**src/sdro_regs.svh**
```systemverilog
// Register offsets, field positions, reset values and counts of the decimation readout.
// Assumes a plain register port with 8-bit word addresses and 16-bit data.
`ifndef SDRO_REGS_SVH
`define SDRO_REGS_SVH

// ****************************************************************
// Register offsets (word addresses)
// ****************************************************************
`define SDRO_OFS_GLOBAL   8'h00
`define SDRO_OFS_FLAGS    8'h08
`define SDRO_OFS_IEN      8'h09
`define SDRO_OFS_CTL0     8'h10
`define SDRO_OFS_INCTL0   8'h18
`define SDRO_OFS_RES0     8'h20

// ****************************************************************
// Global control field positions
// ****************************************************************
`define SDRO_G_REF_ON     0
`define SDRO_G_REF_BUF    1
`define SDRO_G_SRC_LO     2
`define SDRO_G_DIV_LO     4

// ****************************************************************
// Channel control field positions
// ****************************************************************
`define SDRO_C_START      0
`define SDRO_C_SINGLE     1
`define SDRO_C_LOW_BITS_ACCESS_SHORT     2
`define SDRO_C_LSBTOG     3
`define SDRO_C_DFMT       4
`define SDRO_C_OSR_LO     5
`define SDRO_C_DLY_LO     7

// ****************************************************************
// Input control field positions and limits
// ****************************************************************
`define SDRO_I_PAIR_LO    0
`define SDRO_I_GAIN_LO    3
`define SDRO_GAIN_MAX     3'h5
`define SDRO_PAIR_TEMP    3'h6
`define SDRO_PAIR_SHORT   3'h7

// ****************************************************************
// Counts and reset values
// ****************************************************************
`define SDRO_SETTLE_CONV  3'h4
`define SDRO_FULL_BITS    5'h18
`define SDRO_RST_16       16'h0000

`endif

```
**src/sdro_pkg.sv**
```systemverilog
// Types shared by the decimation readout.
// Assumes the constants header is compiled alongside.
package sdro_pkg;

	// Number of converter channels.
	localparam int SDRO_NCH = 3;

	// Oversampling ratio codes.
	typedef enum logic [1:0] {
		SDRO_OSR_256 = 2'b00,
		SDRO_OSR_128 = 2'b01,
		SDRO_OSR_64  = 2'b10,
		SDRO_OSR_32  = 2'b11
	} sdro_osr_e;

	// Whole state of the readout block.
	typedef struct packed {
		logic                       ref_on;               // Reference power control.
		logic                       ref_out_buffer_on;    // Reference output buffer control.
		logic [1:0]                 mod_clk_src_sel;      // Modulator clock source.
		logic [1:0]                 mod_clk_div;          // Modulator clock divider code.
		logic [7:0]                 div_cnt;              // Divider counter.
		logic [2:0]                 start_conversion;     // Per channel run bits.
		logic [2:0]                 single;               // Per channel single mode.
		logic [2:0]                 low_bits_access;      // Per channel low-bit access.
		logic [2:0]                 low_bits_auto_toggle; // Per channel toggle control.
		logic [2:0]                 data_format_sel;      // Per channel two's complement.
		logic [2:0][1:0]            osr;                  // Per channel ratio code.
		logic [2:0][1:0]            irq_settle_delay;     // Per channel settle field.
		logic [2:0][2:0]            pair_sw;              // Software pair selection.
		logic [2:0][2:0]            gain_sw;              // Software gain selection.
		logic [2:0][2:0]            pair_act;             // Pair in use by the modulator.
		logic [2:0][2:0]            gain_act;             // Gain in use by the modulator.
		logic [2:0]                 ien;                  // Per channel interrupt enable.
		logic [2:0]                 result_ready_flag;    // Per channel result flag.
		logic [2:0][24:0]           i1;                   // First integrators.
		logic [2:0][24:0]           i2;                   // Second integrators.
		logic [2:0][24:0]           i3;                   // Third integrators.
		logic [2:0][24:0]           d1;                   // First comb delays.
		logic [2:0][24:0]           d2;                   // Second comb delays.
		logic [2:0][24:0]           d3;                   // Third comb delays.
		logic [2:0][7:0]            dec_cnt;              // Decimation counters.
		logic [2:0][2:0]            conv_cnt;             // Conversions since start.
		logic [2:0][23:0]           filt;                 // Right aligned filter output.
		logic [15:0]                rd_data;              // Read data register.
	} sdro_state_s;

endpackage

```
**src/sdro_readout.sv**
```systemverilog
// Three channel sigma-delta decimation readout with register port.
// Assumes synchronous modulator bits sampled on the modulator tick and a
// register master that never issues read and write in the same cycle.
//
// Behaviour
// - Each channel averages its one-bit modulator stream.
// - Filter is a third-order comb, sinc cubed.
// - One result per ratio modulator cycles per channel.
// - Source, divider and ratio set sample rate.
// - Pair and gain changes apply at decimation, at once when the channel is idle.
// - Delay zero suppresses interrupts until fourth conversion.
// - Filter output spans fifteen to twenty-four bits.
// - Ratio 256 shows filter bits 23 to 8.
// - Ratio 32 result bit zero reads zero.
// - Low access word read returns sixteen low bits.
// - Byte read returns eight low filter bits.
// - Toggle mode inverts low access on reads.
// - Writing toggle also loads low access from its own bit.
// - New result sets the result flag.
// - Result read or software write of zero clears flag.
// - Converter powers down when nothing converts.
// - Reference follows only its own control.
// - Reference driven out only when buffer set.
// - External reference accepted when both controls clear.
// - Eight pairs; six temperature, seven shorted.
// - Six gain settings, one through thirty-two.
// - Each channel holds its own input configuration.
// - Format bit picks offset binary or two's complement.
// - Single mode clears start after conversion.
// - Three channels, each with filter, result, flag.
//
// Added by the designer: the address map and the plain strobed port.
`timescale 1ns/100ps
`include "sdro_regs.svh"

module sdro_readout
	import sdro_pkg::*;
(
	// Clock and reset.
	input  wire logic                 clk_sys,
	input  wire logic                 rstn,
	// Register port.
	input  wire logic [7:0]           reg_addr,
	input  wire logic [15:0]          reg_wdata,
	input  wire logic                 reg_wr,
	input  wire logic                 reg_rd,
	input  wire logic                 reg_byte,
	output wire logic [15:0]          reg_rdata,
	// Modulator side.
	input  wire logic                 aux_clk_tick,
	input  wire logic [2:0]           mod_bit,
	output wire logic                 mod_clk_tick,
	output wire logic [2:0]           mod_enable,
	output wire logic [2:0][2:0]      input_pair_sel,
	output wire logic [2:0][2:0]      pga_gain_sel,
	output wire logic [2:0]           temp_sensor_route,
	output wire logic [2:0]           input_short,
	// Power and reference.
	output wire logic                 converter_power_on,
	output wire logic                 ref_power_on,
	output wire logic                 ref_out_drive,
	output wire logic                 ext_ref_accept,
	// Interrupt requests per channel.
	output wire logic [2:0]           irq_req
);

	// ****************************************************************
	// State and decoded helpers
	// ****************************************************************
	sdro_state_s      st_ff;      // Registered state.
	sdro_state_s      nxt_st;     // Next state.
	logic             tick;       // Modulator clock enable pulse.
	logic [2:0]       dec_hit;    // Decimation step of each channel.
	logic [2:0]       settled;    // Settling delay expired per channel.
	logic [2:0][23:0] fmt_raw;    // Formatted right aligned filter output.
	logic [2:0][23:0] aligned;    // Output with its top bit at bit 23.
	logic [2:0]       res_rd;     // Result register read per channel.

	// Sample rate divider tick and per channel formatting.
	always_comb begin
		logic [4:0] width;
		logic [7:0] div_top;
		width   = 5'h00;
		div_top = (8'h01 << st_ff.mod_clk_div) - 8'h01;
		// Source zero is the system clock, any other is the auxiliary tick.
		tick = ((st_ff.mod_clk_src_sel == 2'b00) || aux_clk_tick) &&
			(st_ff.div_cnt == div_top);
		for (int c = 0; c < SDRO_NCH; c++) begin
			// Output width is three bits per octave of ratio.
			width = 5'h18 - 5'(3 * int'(st_ff.osr[c]));
			dec_hit[c] = tick && st_ff.start_conversion[c] &&
				(st_ff.dec_cnt[c] == ((8'hFF >> st_ff.osr[c])));
			// Two's complement flips the top bit of the output word.
			fmt_raw[c] = st_ff.filt[c] ^
				({23'h000000, st_ff.data_format_sel[c]} << (width - 5'h01));
			// Align so that ratio 256 puts bits 23..8 in the result.
			aligned[c] = fmt_raw[c] << (`SDRO_FULL_BITS - width);
			settled[c] = st_ff.conv_cnt[c] >=
				(`SDRO_SETTLE_CONV - {1'b0, st_ff.irq_settle_delay[c]});
			res_rd[c] = reg_rd && (reg_addr == (`SDRO_OFS_RES0 + 8'(c)));
		end
	end

	// ****************************************************************
	// Next state
	// ****************************************************************
	always_comb begin
		logic [24:0] c1;
		logic [24:0] c2;
		logic [24:0] c3;
		logic [24:0] ni3;
		logic [23:0] full;
		c1     = 25'h0000000;
		c2     = 25'h0000000;
		c3     = 25'h0000000;
		ni3    = 25'h0000000;
		full   = 24'h000000;
		nxt_st = st_ff;
		// Divider counts source ticks and wraps at the modulator tick.
		if (tick) begin
			nxt_st.div_cnt = 8'h00;
		end else if ((st_ff.mod_clk_src_sel == 2'b00) || aux_clk_tick) begin
			nxt_st.div_cnt = st_ff.div_cnt + 8'h01;
		end
		for (int c = 0; c < SDRO_NCH; c++) begin
			full = (24'h000001 << (`SDRO_FULL_BITS - 5'(3 * int'(st_ff.osr[c]))))
				- 24'h000001;
			if (!st_ff.start_conversion[c]) begin
				// Idle channel: filter off and inputs follow software.
				nxt_st.i1[c]       = 25'h0000000;
				nxt_st.i2[c]       = 25'h0000000;
				nxt_st.i3[c]       = 25'h0000000;
				nxt_st.d1[c]       = 25'h0000000;
				nxt_st.d2[c]       = 25'h0000000;
				nxt_st.d3[c]       = 25'h0000000;
				nxt_st.dec_cnt[c]  = 8'h00;
				nxt_st.pair_act[c] = st_ff.pair_sw[c];
				nxt_st.gain_act[c] = st_ff.gain_sw[c];
			end else if (tick) begin
				// Three cascaded integrators average the bit stream.
				nxt_st.i1[c] = st_ff.i1[c] + {24'h000000, mod_bit[c]};
				nxt_st.i2[c] = st_ff.i2[c] + nxt_st.i1[c];
				ni3          = st_ff.i3[c] + nxt_st.i2[c];
				nxt_st.i3[c] = ni3;
				nxt_st.dec_cnt[c] = st_ff.dec_cnt[c] + 8'h01;
				if (dec_hit[c]) begin
					// Three combs run once per ratio ticks.
					c1 = ni3 - st_ff.d1[c];
					c2 = c1 - st_ff.d2[c];
					c3 = c2 - st_ff.d3[c];
					nxt_st.d1[c] = ni3;
					nxt_st.d2[c] = c1;
					nxt_st.d3[c] = c2;
					nxt_st.dec_cnt[c] = 8'h00;
					// A full scale stream is clipped to the output width.
					nxt_st.filt[c] = (c3 > {1'b0, full}) ? full : c3[23:0];
					nxt_st.result_ready_flag[c] = 1'b1;
					if (st_ff.conv_cnt[c] != `SDRO_SETTLE_CONV) begin
						nxt_st.conv_cnt[c] = st_ff.conv_cnt[c] + 3'h1;
					end
					// New pair and gain only at the decimation step.
					nxt_st.pair_act[c] = st_ff.pair_sw[c];
					nxt_st.gain_act[c] = st_ff.gain_sw[c];
					// Single mode ends with the first settled result.
					if (st_ff.single[c] && (st_ff.conv_cnt[c] + 3'h1 >=
						(`SDRO_SETTLE_CONV - {1'b0, st_ff.irq_settle_delay[c]}))) begin
						nxt_st.start_conversion[c] = 1'b0;
					end
				end
			end
		end
		// Register writes.
		if (reg_wr) begin
			if (reg_addr == `SDRO_OFS_GLOBAL) begin
				nxt_st.ref_on            = reg_wdata[`SDRO_G_REF_ON];
				nxt_st.ref_out_buffer_on = reg_wdata[`SDRO_G_REF_BUF];
				nxt_st.mod_clk_src_sel   = reg_wdata[`SDRO_G_SRC_LO +: 2];
				nxt_st.mod_clk_div       = reg_wdata[`SDRO_G_DIV_LO +: 2];
				nxt_st.div_cnt           = 8'h00;
			end
			if (reg_addr == `SDRO_OFS_IEN) begin
				nxt_st.ien = reg_wdata[2:0];
			end
			for (int c = 0; c < SDRO_NCH; c++) begin
				// Software clears a flag by writing zero; a new result wins.
				if ((reg_addr == `SDRO_OFS_FLAGS) && !dec_hit[c]) begin
					nxt_st.result_ready_flag[c] = reg_wdata[c];
				end
				if (reg_addr == (`SDRO_OFS_CTL0 + 8'(c))) begin
					// A start condition restarts the settling count, so a request
					// of a restarted channel stays down until it settles again.
					if (!st_ff.start_conversion[c] && reg_wdata[`SDRO_C_START]) begin
						nxt_st.conv_cnt[c] = 3'h0;
					end
					nxt_st.start_conversion[c]     = reg_wdata[`SDRO_C_START];
					nxt_st.single[c]               = reg_wdata[`SDRO_C_SINGLE];
					nxt_st.low_bits_access[c]      = reg_wdata[`SDRO_C_LOW_BITS_ACCESS_SHORT];
					// Toggle control is stored; low access takes its bit of the same write.
					nxt_st.low_bits_auto_toggle[c] = reg_wdata[`SDRO_C_LSBTOG];
					nxt_st.data_format_sel[c]      = reg_wdata[`SDRO_C_DFMT];
					nxt_st.osr[c]                  = reg_wdata[`SDRO_C_OSR_LO +: 2];
					nxt_st.irq_settle_delay[c]     = reg_wdata[`SDRO_C_DLY_LO +: 2];
				end
				// Each channel keeps its own input configuration.
				if (reg_addr == (`SDRO_OFS_INCTL0 + 8'(c))) begin
					nxt_st.pair_sw[c] = reg_wdata[`SDRO_I_PAIR_LO +: 3];
					// Codes above the sixth gain clamp to gain 32.
					nxt_st.gain_sw[c] = (reg_wdata[`SDRO_I_GAIN_LO +: 3] > `SDRO_GAIN_MAX) ?
						`SDRO_GAIN_MAX : reg_wdata[`SDRO_I_GAIN_LO +: 3];
				end
			end
		end
		// Register reads, answered in the next cycle.
		nxt_st.rd_data = `SDRO_RST_16;
		if (reg_rd) begin
			case (reg_addr)
				`SDRO_OFS_GLOBAL: begin
					nxt_st.rd_data = {10'h000, st_ff.mod_clk_div, st_ff.mod_clk_src_sel,
						st_ff.ref_out_buffer_on, st_ff.ref_on};
				end
				`SDRO_OFS_FLAGS: begin
					nxt_st.rd_data = {13'h0000, st_ff.result_ready_flag};
				end
				`SDRO_OFS_IEN: begin
					nxt_st.rd_data = {13'h0000, st_ff.ien};
				end
				default: begin
					nxt_st.rd_data = `SDRO_RST_16;
				end
			endcase
			for (int c = 0; c < SDRO_NCH; c++) begin
				if (reg_addr == (`SDRO_OFS_CTL0 + 8'(c))) begin
					nxt_st.rd_data = {7'h00, st_ff.irq_settle_delay[c], st_ff.osr[c],
						st_ff.data_format_sel[c], st_ff.low_bits_auto_toggle[c],
						st_ff.low_bits_access[c], st_ff.single[c],
						st_ff.start_conversion[c]};
				end
				if (reg_addr == (`SDRO_OFS_INCTL0 + 8'(c))) begin
					nxt_st.rd_data = {10'h000, st_ff.gain_sw[c], st_ff.pair_sw[c]};
				end
				if (res_rd[c]) begin
					if (reg_byte) begin
						nxt_st.rd_data = {8'h00, fmt_raw[c][7:0]};
					end else if (st_ff.low_bits_access[c]) begin
						nxt_st.rd_data = fmt_raw[c][15:0];
					end else begin
						// Ratio 32 leaves bit zero empty after alignment.
						nxt_st.rd_data = aligned[c][23:8];
					end
					// Read clears the flag unless a result lands now.
					if (!dec_hit[c]) begin
						nxt_st.result_ready_flag[c] = 1'b0;
					end
					if (st_ff.low_bits_auto_toggle[c]) begin
						nxt_st.low_bits_access[c] = !st_ff.low_bits_access[c];
					end
				end
			end
		end
	end

	// ****************************************************************
	// State register
	// ****************************************************************
	always_ff @(posedge clk_sys) begin
		if (!rstn) begin
			nxt_st_reset();
		end else begin
			st_ff <= nxt_st;
		end
	end

	// Reset clears the whole state; all controls start off.
	task automatic nxt_st_reset();
		st_ff <= '0;
	endtask

	// ****************************************************************
	// Outputs
	// ****************************************************************
	assign reg_rdata          = st_ff.rd_data;
	assign mod_clk_tick       = tick;
	assign mod_enable         = st_ff.start_conversion;
	assign input_pair_sel     = st_ff.pair_act;
	assign pga_gain_sel       = st_ff.gain_act;
	// Converter powers up whenever any channel runs.
	assign converter_power_on = |st_ff.start_conversion;
	// Reference has no automatic power-down.
	assign ref_power_on       = st_ff.ref_on;
	assign ref_out_drive      = st_ff.ref_out_buffer_on;
	assign ext_ref_accept     = !st_ff.ref_on && !st_ff.ref_out_buffer_on;

	// Pair decode for the analog multiplexer; outputs are nets, so continuous.
	for (genvar g = 0; g < SDRO_NCH; g++) begin : g_dec
		assign temp_sensor_route[g] = st_ff.pair_act[g] == `SDRO_PAIR_TEMP;
		assign input_short[g]       = st_ff.pair_act[g] == `SDRO_PAIR_SHORT;
		// Flag raises a request only once enabled and settled.
		assign irq_req[g]           = st_ff.result_ready_flag[g] && st_ff.ien[g] && settled[g];
	end
endmodule

```
**config.mk**
```make
export PLATFORM = sky130hd
export DESIGN_NAME = sdro_readout
export DESIGN_NICKNAME = d
export VERILOG_FILES = /design/src/sdro_pkg.sv /design/src/sdro_readout.sv
export VERILOG_INCLUDE_DIRS = /design/src
export SDC_FILE = /design/constraint.sdc
export NUM_CORES = 2
export LEC_CHECK = 0
export BUFFER_PORTS_ARGS = -buffer_cell sky130_fd_sc_hd__buf_4
export CORE_MARGIN = 10
export CORE_UTILIZATION = 40
export CTS_CLUSTER_SIZE = 16
export DETAILED_ROUTE_END_ITERATION = 6
export GPL_TIMING_DRIVEN = 0
export HOLD_SLACK_MARGIN = 0.1
export SLEW_MARGIN = 10
export SYNTH_ARGS = -nofsm -noshare
export SYNTH_HDL_FRONTEND = slang
export SYNTH_SLANG_ARGS = --single-unit
```
**constraint.sdc**
```tcl
create_clock -name clk_sys -period 11.5 [get_ports clk_sys]
set_input_delay 2.3 -clock clk_sys [delete_from_list [all_inputs] [get_ports clk_sys]]
set_output_delay 2.3 -clock clk_sys [all_outputs]
set_load 0.02 [all_outputs]
```
==> results.json <==
{
  "viasPerCell": 5.678,
  "worstHoldPathType": "reg2reg",
  "status": "finished with violations",
  "detail_route.first_pass.iterations": 7,
  "placed_cells": 8486,
  "cp_slowest_cell": "or4_1",
  "ys_ff_latch": 654,
  "place_congestion": 0.9834,
  "finalInstanceArea_mm2": 0.05987,
  "crit_path_end_kind": "flip-flop",
  "required_ps": 12120,
  "timing.final.ws_setup_ps": 253.7,
  "drive_gt1_frac": 0.1213,
  "maxSlewHeadroom": 0.1323,
  "place_ws_ps": -2078,
  "hold_viol_final": 0,
  "num_vias": 49718,
  "critPathArrivalTime_ps": 11860,
  "die_h_um": 376.3,
  "critPathMaxStageDelay_ps": 400,
  "power_density_mw_per_mm2": 85.56,
  "multi_input_area_mm2": 0.03751,
  "synth-simple-area-share": 0.2135,
  "ant_nets": 0,
  "fin_nets": 7597,
  "detail_route.wl_per_cell_um": 19.80,
  "fill_cells": 12488,
  "fin_util": 0.4756,
  "synth_ff_type": "dfxtp_1",
  "ys_async_sr_fraction": 0,
  "total_power_mw": 5.122,
  "drt_iter0_markers": 4124,
  "synth_most_common_cell": "nand2_1",
  "worst_slew_pin_slew_ps": 1302,
  "grt_max_degree": 14,
  "fmax_mhz": 88.92,
  "setup_viol": 0,
  "cts_tree": "built",
  "clk-insertion-delay-late_ps": 710,
  "synth_top_family_by_area": "compound AO/OA/AOI/OAI gates",
  "synth_xor_area_frac": 0.09496,
  "grt_overflow": 0,
  "cts.sinks": 654,
  "drcViolationCount": 4,
  "syn_inst": 6765,
  "synth_nets": 7323,
  "yosys-top-cells-area": "dfxtp_1, ha_1, nand2_1",
  "cp-start-kind": "input pin",
  "seq_area_mm2": 0.01309,
  "synth_enable_flop_cells": 0,
  "io_buffers": 70,
  "synth_compound_gate_area_share": 0.2190,
  "synth.mux.area_fraction": 0.02587,
  "cts-buffers-inserted": 83,
  "slew_viol_final": 0,
  "hold_ws_ps": 454.0,
  "path_clk_slew_ps": 60,
  "synth.distinct_cells": 94,
  "violations": "DRC",
  "leakagePower_nw": 23.62,
  "finalClockSkew_ps": 36.53,
  "ys_warn_count": 0,
  "tns_ps": 0,
  "routed_wl_um": 173300,
  "crit_top_cell": "ha_4",
  "grt_use_total": 0.2305,
  "cts_buffer_depth": 3,
  "synth-adder-area-share": 0.1315,
  "first_global_vias": 46434,
  "placed_area_mm2": 0.05340,
  "synth_seq_area_share": 0.2578,
  "start_util": 0.4034,
  "rows": 130,
  "maxCapViolations": 0,
  "synth_top_area_share": 0.2578,
  "area_delta_synth_final_pct": 17.88,
  "yosysTopAreaCell": "dfxtp_1",
  "cts-htree-levels": 3,
  "syn_area_mm2": 0.05079,
  "grt_pass1_wl_um": 264800,
  "ir_worst_vdd_v": 0.0001118,
  "avgSynthCellArea_um2": 7.508,
  "fin_crit_sh": 0.9779,
  "die_width_um": 376.3,
  "cp_max_fo": 10,
  "antenna_found_initial": 1,
  "period_minus_slack_ps": 11250,
  "layout.cells.non_filler": 8756,
  "hpwl_um": 132000,
  "path_class": "in2reg",
  "io_pins": 84,
  "synth_common_cells": "nand2_1, a21oi_1, dfxtp_1",
  "dieArea_mm2": 0.1416,
  "cts_root_buf": "clkbuf_16",
  "core-area_mm2": 0.1259
}
==> power breakdown <==
part	internal [mW]	leakage (nW)	switching [mW]	total (mW)
combinational	0.0470	17.0	0.104	0.151
sequential	2.27	5.26	0.000468	2.27
clock	1.58	1.38	1.13	2.70
total	3.89	23.6	1.23	5.12
==> worst max-delay path: cells and delay by family <==
kind | cells | cell delay (ps)
mux | 1 | 300
fa+ha+maj | 8 | 2140
buf+inv | 5 | 730
simple gates | 13 | 2040
xor+xnor | 6 | 1130
compound gates | 16 | 3180
==> final timing paths <==
kind,start,to,slack (ps),cells past startpoint
min,st_ff[211]$_SDFFE_PN0P_,st_ff[211]$_SDFFE_PN0P_,450,2
max reg2reg,st_ff[546]$_SDFFE_PN0P_,st_ff[68]$_SDFFE_PN0P_,1600,49
max,mod_bit[2],st_ff[68]$_SDFFE_PN0P_,250,49
min reg2reg,st_ff[211]$_SDFFE_PN0P_,st_ff[211]$_SDFFE_PN0P_,450,2
==> cell type report <==
class,instances,area share
Clock inverter,30,0.005643
Clock buffer,121,0.04092
Tap cell,1650,0.03448
Sequential cell,654,0.2187
Timing Repair Buffer,194,0.02460
Multi-Input combinational cell,5380,0.6265
Inverter,384,0.02407
Antenna cell,1,0.00004180
Buffer,342,0.02504
==> per-layer routing <==
| layer | up-vias | global-route usage | share of wire | wire length, um |
|---|---|---|---|---|
| met5 | - | 0 | 0 | 0 |
| met4 | 0 | 0.09187 | 0.039 | 6691 |
| met3 | 307 | 0.02627 | 0.054 | 9411 |
| met2 | 1430 | 0.3735 | 0.45 | 77780 |
| met1 | 23710 | 0.3101 | 0.46 | 79460 |
| li1 | 24271 | - | - | - |
==> kinds of logic after synthesis <==
logic type | count (synthesis)
compound gates | 1817
buf+inv | 731
simple gates | 2383
fa+ha+maj | 525
mux | 112
flops | 654
xor+xnor | 543
==> registers in the layout, summed over array words and instances (netlist names) <==
name / count
ref_power_on: 1
input_pair_sel: 9
st_ff: 615
reg_rdata: 16
pga_gain_sel: 9
ref_out_drive: 1
mod_enable: 3
==> cell usage in the layout (no fill, tap or decap), types with 73 or more instances in the layout <==
master     netlist  final
nor2b_1         79     75
ha_1           510    444
clkbuf_16        0     83
inv_1          375    374
xnor2_1        318    252
a21oi_1        686    611
o21ai_0        403    371
a21o_1         130    129
nand3_1        283    270
clkbuf_1       278    280
or3_1           73     73
buf_4           40    233
nor2_1         513    492
nor3_1         111     98
xor2_1         220    198
nand2_1        979    975
dfxtp_1        654    654
mux2i_1         75     74
==> timing repair <==
| action | 4_1_cts | 5_1_grt |
|---|---|---|
| endpoints found under the setup margin | 72 | 72 |
| buffers inserted | 55 | 68 |
| pin swaps | 59 | 152 |
| gates cloned | 1 | 0 |
| hold buffers | 0 | 0 |
| gates resized for setup | 167 | 360 |
Power figures use the tool's default switching activity.
